--- config.mk ---
export PLATFORM = sky130hd
export DESIGN_NAME = upio_ports
export DESIGN_NICKNAME = d
export VERILOG_FILES = /design/src/verilog/upio_pin_sync.v /design/src/verilog/upio_ports.v
export VERILOG_INCLUDE_DIRS = /design/src /design/src/include
export SDC_FILE = /design/constraint.sdc
export NUM_CORES = 1
export LEC_CHECK = 0
export BUFFER_PORTS_ARGS = -buffer_cell sky130_fd_sc_hd__buf_2
export CAP_MARGIN = 25
export CORE_AREA = 2 2 175 134
export DETAILED_ROUTE_END_ITERATION = 8
export DIE_AREA = 0 0 177 136
export PLACE_DENSITY = 0.75
export RECOVER_POWER = 25
export SYNTH_ARGS = -nofsm -noshare
export SYNTH_HDL_FRONTEND = slang
export SYNTH_SLANG_ARGS = --single-unit
--- constraint.sdc ---
create_clock -name mclk_i -period 6.1 [get_ports mclk_i]
set_clock_uncertainty 0.15 [all_clocks]
set_input_delay 0.61 -clock mclk_i [delete_from_list [all_inputs] [get_ports mclk_i]]
set_output_delay 0.61 -clock mclk_i [all_outputs]
set_load 0.005 [all_outputs]
--- src/include/upio_defs.vh ---
/*
 * upio_defs.vh: offsets, reset values and pin assignments for the user
 * programmable i/o port block.
 * assumes: included by bare name from the design files.
 */
`ifndef UPIO_DEFS_VH
`define UPIO_DEFS_VH

// special function addresses
`define UPIO_SFR_P1_DATA     8'h90
`define UPIO_SFR_P1_DIR      8'h91
`define UPIO_SFR_P2_DATA     8'hD8
`define UPIO_SFR_P2_DIR      8'hD9

// external data memory addresses
`define UPIO_EXT_P3_DATA     16'h0000
`define UPIO_EXT_P3_DIR      16'h0001
`define UPIO_EXT_BANK        16'h0002
`define UPIO_EXT_P4_DATA     16'h0003
`define UPIO_EXT_P4_DIR      16'h0004

// reset values
`define UPIO_DATA_RST        8'h00
`define UPIO_DIR_RST         8'hFF
`define UPIO_BANK_RST        8'h00

// bank select register fields
`define UPIO_BANK_EN_BIT     2
`define UPIO_BANK_TOP_PIN    7

// timer pin assignment on port one
`define UPIO_T0_BIT          0
`define UPIO_T1_BIT          1
`define UPIO_T2CAP_BIT       2
`define UPIO_T2CNT_BIT       3

`endif

--- src/verilog/upio_pin_sync.v ---
/*
 * upio_pin_sync.v: three-stage pin synchroniser with agreement filter for
 * an 8-bit port.
 * assumes: pins asynchronous to mclk_i; one clock, synchronous reset.
 */
`timescale 1ns/10ps

module upio_pin_sync
(
  // clock and reset
  input  wire       mclk_i,
  input  wire       sys_rst_i,
  // pins in, filtered level out
  input  wire [7:0] pin_i,
  output reg  [7:0] level_o
);

  reg [7:0] s1_r;
  reg [7:0] s2_r;
  reg [7:0] s3_r;
  integer   i;

  always @(posedge mclk_i)
  begin
    if (sys_rst_i)
    begin
      s1_r    <= 8'hFF;
      s2_r    <= 8'hFF;
      s3_r    <= 8'hFF;
      level_o <= 8'hFF;
    end
    else
    begin
      s1_r <= pin_i;
      s2_r <= s1_r;
      s3_r <= s2_r;
      // a change counts once stages two and three agree
      for (i = 0; i < 8; i = i + 1)
        if (s2_r[i] == s3_r[i])
          level_o[i] <= s2_r[i];
    end
  end

endmodule // upio_pin_sync

--- src/verilog/upio_ports.v ---
/*
 * upio_ports.v: four 8-bit user i/o ports with per-pin direction, sfr
 * access for ports one and two, external data access for ports three and
 * four, bank select on the top pin of port three, timer inputs on port one.
 * assumes: the core presents one-cycle sfr and external strobes, an rmw
 * qualifier with sfr reads, an instruction-fetch level, and reads data the
 * cycle after the strobe.
 */
`timescale 1ns/10ps
`include "upio_defs.vh"

module upio_ports
(
  // clock and reset
  input  wire        mclk_i,
  input  wire        sys_rst_i,
  // special function register bus
  input  wire [7:0]  sfr_addr_i,
  input  wire [7:0]  sfr_wdata_i,
  input  wire        sfr_wr_i,
  input  wire        sfr_rd_i,
  input  wire        sfr_rmw_i,
  output reg  [7:0]  sfr_rdata_o,
  output reg         sfr_hit_o,
  // external data memory bus
  input  wire [15:0] ext_addr_i,
  input  wire [7:0]  ext_wdata_i,
  input  wire        ext_wr_i,
  input  wire        ext_rd_i,
  output reg  [7:0]  ext_rdata_o,
  output reg         ext_hit_o,
  // bank select address
  input  wire        fetch_i,
  input  wire        prog_addr16_i,
  // port one pins
  input  wire [7:0]  port_one_i,
  output reg  [7:0]  port_one_o,
  output reg  [7:0]  port_one_oe_o,
  // port two pins
  input  wire [7:0]  port_two_i,
  output reg  [7:0]  port_two_o,
  output reg  [7:0]  port_two_oe_o,
  // port three pins
  input  wire [7:0]  port_three_i,
  output reg  [7:0]  port_three_o,
  output reg  [7:0]  port_three_oe_o,
  // port four pins
  input  wire [7:0]  port_four_i,
  output reg  [7:0]  port_four_o,
  output reg  [7:0]  port_four_oe_o,
  // timer inputs
  output reg         timer_zero_count_input_o,
  output reg         timer_one_count_input_o,
  output reg         timer_two_capture_input_o,
  output reg         timer_two_count_input_o
);

  // latches and directions
  reg  [7:0] p1_dat_r;
  reg  [7:0] p1_dir_r;
  reg  [7:0] p2_dat_r;
  reg  [7:0] p2_dir_r;
  reg  [7:0] p3_dat_r;
  reg  [7:0] p3_dir_r;
  reg  [7:0] p4_dat_r;
  reg  [7:0] p4_dir_r;
  reg  [7:0] bank_r;
  // unconfigured flags, one per port
  reg  [3:0] uncfg_r;

  wire [7:0] p1_lvl;
  wire [7:0] p2_lvl;
  wire [7:0] p3_lvl;
  wire [7:0] p4_lvl;
  wire [7:0] p1_in;
  wire [7:0] p2_in;
  wire [7:0] p3_in;
  wire [7:0] p4_in;
  wire       bank_on;
  reg  [7:0] sfr_nxt;
  reg        sfr_hit_nxt;
  reg  [7:0] ext_nxt;
  reg        ext_hit_nxt;

  // output enable: drive where direction is 0 and port configured
  function [7:0] drive_en;
    input [7:0] dir;
    input       uncfg;
    begin
      drive_en = uncfg ? 8'h00 : ~dir;
    end
  endfunction

  // internal input value: forced to 1 until configured
  function [7:0] in_val;
    input [7:0] lvl;
    input       uncfg;
    begin
      in_val = uncfg ? 8'hFF : lvl;
    end
  endfunction

  upio_pin_sync u_sync1
  (
    .mclk_i    (mclk_i),
    .sys_rst_i (sys_rst_i),
    .pin_i     (port_one_i),
    .level_o   (p1_lvl)
  );

  upio_pin_sync u_sync2
  (
    .mclk_i    (mclk_i),
    .sys_rst_i (sys_rst_i),
    .pin_i     (port_two_i),
    .level_o   (p2_lvl)
  );

  upio_pin_sync u_sync3
  (
    .mclk_i    (mclk_i),
    .sys_rst_i (sys_rst_i),
    .pin_i     (port_three_i),
    .level_o   (p3_lvl)
  );

  upio_pin_sync u_sync4
  (
    .mclk_i    (mclk_i),
    .sys_rst_i (sys_rst_i),
    .pin_i     (port_four_i),
    .level_o   (p4_lvl)
  );

  assign p1_in   = in_val(p1_lvl, uncfg_r[0]);
  assign p2_in   = in_val(p2_lvl, uncfg_r[1]);
  assign p3_in   = in_val(p3_lvl, uncfg_r[2]);
  assign p4_in   = in_val(p4_lvl, uncfg_r[3]);
  assign bank_on = bank_r[`UPIO_BANK_EN_BIT];

  // register writes
  always @(posedge mclk_i)
  begin
    if (sys_rst_i)
    begin
      p1_dat_r <= `UPIO_DATA_RST;
      p1_dir_r <= `UPIO_DIR_RST;
      p2_dat_r <= `UPIO_DATA_RST;
      p2_dir_r <= `UPIO_DIR_RST;
      p3_dat_r <= `UPIO_DATA_RST;
      p3_dir_r <= `UPIO_DIR_RST;
      p4_dat_r <= `UPIO_DATA_RST;
      p4_dir_r <= `UPIO_DIR_RST;
      bank_r   <= `UPIO_BANK_RST;
      uncfg_r  <= 4'hF;
    end
    else
    begin
      if (sfr_wr_i)
      begin
        case (sfr_addr_i)
          `UPIO_SFR_P1_DATA: p1_dat_r <= sfr_wdata_i;
          `UPIO_SFR_P1_DIR:
          begin
            p1_dir_r   <= sfr_wdata_i;
            uncfg_r[0] <= 1'b0;
          end
          `UPIO_SFR_P2_DATA: p2_dat_r <= sfr_wdata_i;
          `UPIO_SFR_P2_DIR:
          begin
            p2_dir_r   <= sfr_wdata_i;
            uncfg_r[1] <= 1'b0;
          end
          default: ;
        endcase
      end
      if (ext_wr_i)
      begin
        case (ext_addr_i)
          `UPIO_EXT_P3_DATA: p3_dat_r <= ext_wdata_i;
          `UPIO_EXT_P3_DIR:
          begin
            p3_dir_r   <= ext_wdata_i;
            uncfg_r[2] <= 1'b0;
          end
          `UPIO_EXT_BANK:    bank_r   <= ext_wdata_i;
          `UPIO_EXT_P4_DATA: p4_dat_r <= ext_wdata_i;
          `UPIO_EXT_P4_DIR:
          begin
            p4_dir_r   <= ext_wdata_i;
            uncfg_r[3] <= 1'b0;
          end
          default: ;
        endcase
      end
    end
  end

  // read decode
  always @*
  begin
    sfr_nxt     = 8'h00;
    sfr_hit_nxt = 1'b1;
    case (sfr_addr_i)
      `UPIO_SFR_P1_DATA: sfr_nxt = sfr_rmw_i ? p1_dat_r : p1_in;
      `UPIO_SFR_P1_DIR:  sfr_nxt = p1_dir_r;
      `UPIO_SFR_P2_DATA: sfr_nxt = sfr_rmw_i ? p2_dat_r : p2_in;
      `UPIO_SFR_P2_DIR:  sfr_nxt = p2_dir_r;
      default:           sfr_hit_nxt = 1'b0;
    endcase
    ext_nxt     = 8'h00;
    ext_hit_nxt = 1'b1;
    case (ext_addr_i)
      `UPIO_EXT_P3_DATA: ext_nxt = p3_in;
      `UPIO_EXT_P3_DIR:  ext_nxt = p3_dir_r;
      `UPIO_EXT_BANK:    ext_nxt = bank_r;
      `UPIO_EXT_P4_DATA: ext_nxt = p4_in;
      `UPIO_EXT_P4_DIR:  ext_nxt = p4_dir_r;
      default:           ext_hit_nxt = 1'b0;
    endcase
  end

  // registered read data and pin drive
  always @(posedge mclk_i)
  begin
    if (sys_rst_i)
    begin
      sfr_rdata_o               <= 8'h00;
      sfr_hit_o                 <= 1'b0;
      ext_rdata_o               <= 8'h00;
      ext_hit_o                 <= 1'b0;
      port_one_o                <= 8'h00;
      port_one_oe_o             <= 8'h00;
      port_two_o                <= 8'h00;
      port_two_oe_o             <= 8'h00;
      port_three_o              <= 8'h00;
      port_three_oe_o           <= 8'h00;
      port_four_o               <= 8'h00;
      port_four_oe_o            <= 8'h00;
      timer_zero_count_input_o  <= 1'b1;
      timer_one_count_input_o   <= 1'b1;
      timer_two_capture_input_o <= 1'b1;
      timer_two_count_input_o   <= 1'b1;
    end
    else
    begin
      if (sfr_rd_i)
      begin
        sfr_rdata_o <= sfr_nxt;
        sfr_hit_o   <= sfr_hit_nxt;
      end
      else
        sfr_hit_o <= 1'b0;
      if (ext_rd_i)
      begin
        ext_rdata_o <= ext_nxt;
        ext_hit_o   <= ext_hit_nxt;
      end
      else
        ext_hit_o <= 1'b0;
      port_one_o    <= p1_dat_r;
      port_one_oe_o <= drive_en(p1_dir_r, uncfg_r[0]);
      port_two_o    <= p2_dat_r;
      port_two_oe_o <= drive_en(p2_dir_r, uncfg_r[1]);
      port_four_o   <= p4_dat_r;
      port_four_oe_o <= drive_en(p4_dir_r, uncfg_r[3]);
      // bank mode: top pin driven with fetch address bit, latch ignored
      if (bank_on)
      begin
        port_three_o    <= {fetch_i & prog_addr16_i, p3_dat_r[6:0]};
        port_three_oe_o <= 8'h80 | drive_en(p3_dir_r, uncfg_r[2]);
      end
      else
      begin
        port_three_o    <= p3_dat_r;
        port_three_oe_o <= drive_en(p3_dir_r, uncfg_r[2]);
      end
      timer_zero_count_input_o  <= p1_in[`UPIO_T0_BIT];
      timer_one_count_input_o   <= p1_in[`UPIO_T1_BIT];
      timer_two_capture_input_o <= p1_in[`UPIO_T2CAP_BIT];
      timer_two_count_input_o   <= p1_in[`UPIO_T2CNT_BIT];
    end
  end

endmodule // upio_ports

==> results list <==
- Required time reported for the critical path endpoint: between 6 and 7 ns
- TritonCTS built the clock tree.
- In this run the number of H-tree levels came out at 1.
* First-pass GRT wire length: 35100 um
- Buffers inserted during clock tree synthesis total 28.
* Top library cells by usage in the layout, fill and taps aside: 290 x dfxtp_1, 165 x buf_2, 115 x or2_2, 105 x nor2_1, 57 x a21oi_1
- For the pin with the worst max-slew slack, the measured transition is roughly 2.7 ns.
- Worst-case vdd ir drop: 186 uV
* Worst path bufs/invs: 2
* Summed instance area of the synthesized netlist: approximately 0.0099 mm2
- For this design the static power due to leakage is 5.00 nW.
- In this run the mean area of a mapped cell was roughly 10 um2.
- Among cell families on the critical path, the largest total delay comes from buffers and inverters.
- Final estimated routing congestion in global placement: around 0.89
- For this run, global-route usage on met1 was measured as 0.284.
- Area taken by multi-input logic gates: approximately 0.0038 mm2
* Number of top-level design ports: roughly 170
- The worst path in the final design needs a cycle of 3.59 ns, including I/O delays and setup.
- In this run the cell area measured after placement is about 0.011 mm2.
* Met3 Use GR: 0.0445
- Area of the core: roughly 0.023 mm2
- Sinks on the clock net: 290
- Sum Neg Setup Slack: 0 ns
- The critical path is of the primary input to flop type.
- Power per standard cell area: about 330 mW/mm2
* Number of rows in the core area: 48
* Via count of the first global-routing pass: 6557
- Worst skew pair latency: between 0.5 and 0.6 ns
* Die extent in x: 177 um
- The library cell used most frequently in the layout, excluding fill and tap cells, is dfxtp_1.
* Register area share after synthesis: 0.585
- The initial antenna violation count came to 0.
* Number of filler cells placed in the layout: roughly 2000
* DRT antenna net count: 0
- Post-detailed-routing wire length: 22700 um
* Worst-case headroom to the max-slew limit: -0.798
* Vias: ~7400
- For met2 alone, demand over resource in global routing was 0.247.
- Setup repair after global routing missed its margin: false
* Total number of nets in the final design: 1197
- Final-report max-slew violation count: 76
- Summed over all layers, the global routing overflow is 0.
* Yosys warnings: 0
* Number of max-cap violations: 1
- Number of buffers added for setup after CTS: 0
* Worst path slowest cell: clkbuf_1
- Effective utilization at floorplan: 0.441
- Area taken by flip-flops and latches: around 0.0058 mm2
* Signed area change from the synthesized netlist to the final layout: 20.0%
- The die covers between 0.02 and 0.025 mm2.
- The number of gates resized after CTS was 0.
- Global routing usage summed across all routing layers: 0.182
- The synthesized netlist contains 47 unique library cells.
- Ordered list of cells on the worst path: clkbuf_1, buf_4, or2_2, nor2_1
* Fraction of layout cells with a size suffix above 1: 0.304
- Clock tree root buffer cell: clkbuf_16
- The flow ran to the end, but the final reports show violations.
- Based on the critical path, the design can be clocked at up to 278 MHz.
- Port Buffer Count: 166
- After clock tree synthesis, the clock-pin slew on the worst setup and hold paths is 0.06 ns.
- Number of enable-type register cells in the synthesized netlist: 0
- The number of antenna diodes in the final layout is 0.
- Number of buffers on the longest clock path: 3
- Final std cell area, no fill: 0.0119 mm2
* Largest stage delay, worst path: roughly 1.9 ns
- Drt first pass iters: 5
- STA puts the critical path data arrival time at 3.86 ns.
* FFs w/ async S/R, synth: 0
- Floorplan die height: 136 um
* Predominant post-synthesis flop cell: dfxtp_1
* Tcrit/Tclk final: 0.589
- STA classifies the critical path startpoint as a primary input.
- Setup violations remaining at the end of the flow were counted as 0.
- After detailed routing, the average wire length per cell comes to about 16 um.
* Number of register bits inferred by synthesis: 290
- Hold buffer count at cts: 0
- Number of hold-slack violations in the final timing report: 0
* Kind of end point of the critical path: flop
- Maximum number of pins on one net before global-route repair: 93
- The detailed router finished its first iteration with 688 violations.
- Gr busiest metal: met1
* Syn Inst Count: 981
- Violated checks: capacitance limit, slew limit
- Crit Path Max Fanout: a little over 90
- Number of remaining DRC errors: 0
- Detailed Place HPWL: roughly 16000 um
- Syn Nets: around 1100
* Type of the most critical hold path: primary input to flop
- Vias per cell: slightly above 5
## synthesized netlist by cell type (14+ instances only)
cell type | instances | area, um2
a211o_1 | 32 | 280
or2_2 | 117 | 732
dfxtp_1 | 290 | 5810
o21ai_0 | 24 | 120
and3_1 | 17 | 106
nand3_1 | 26 | 130
a21oi_1 | 57 | 285
a22o_1 | 14 | 123
nor2_1 | 105 | 394
clkbuf_1 | 54 | 203
nand2_1 | 15 | 56.3
mux2i_1 | 16 | 160
o21bai_1 | 36 | 270
nor2b_1 | 34 | 213
## stage by stage
step                      instances  total power, mW   util  worst slack [ns]  hold WS (ns)
after floorplan                 981             2.06      -              3.70         0.239
after detailed placement       1386             2.12  0.484              3.19         0.243
final                          1437             3.92  0.529              2.51         0.109
after CTS                      1437             3.96  0.529              3.74        0.0797
after global placement         1386             2.11  0.484              3.28         0.242
after global routing           1437             4.05  0.529              2.03        0.0848
## area by class of cell
cell class | instances | share of cell area
Inverter | 10 | 0.00315
Sequential cell | 290 | 0.488
Timing Repair Buffer | 168 | 0.0709
Clock inverter | 12 | 0.0157
Multi-Input combinational cell | 618 | 0.321
Clock buffer | 39 | 0.0699
Tap cell | 300 | 0.0315
## power by group
group	switching, mW	leakage, nW	internal [mW]
Combinational	0.0823	2.14	0.0582
Sequential	0.0115	2.36	1.92
Clock	0.717	0.498	1.12
Total	0.811	5.00	3.11
## final timing paths
path                                    from                       endpoint  slack, ns  depth (start not counted)
setup / recovery                   sys_rst_i  port_three_oe_o[3]$_SDFF_PP0_       2.51                          4
hold / removal                 port_one_i[1]     u_sync1.s1_r[1]$_SDFF_PP1_       0.11                          2
setup reg to reg     uncfg_r[2]$_SDFFE_PP1P_    ext_rdata_o[5]$_SDFFE_PP0P_       4.49                          3
hold reg to reg   u_sync2.s1_r[7]$_SDFF_PP1_     u_sync2.s2_r[7]$_SDFF_PP1_       0.25                          1
## per-layer routing
metal | share of wire | routed length [um]
met3 | 0.093 | 2100
met1 | 0.49 | 11100
met4 | 0.020 | 459
met5 | 0 | 0
met2 | 0.40 | 9010
## cells by family (layout without fill, tap and decap cells)
family / count (synthesis) / in the layout / synth area share
buffers and inverters: 73 / 229 / 0.0296
and+or+nand+nor: 380 / 380 / 0.217
AOI/OAI and AO/OA: 222 / 222 / 0.153
muxes: 16 / 16 / 0.0161
DFF: 290 / 290 / 0.585
Note: power is estimated with default switching activity, not from simulation.
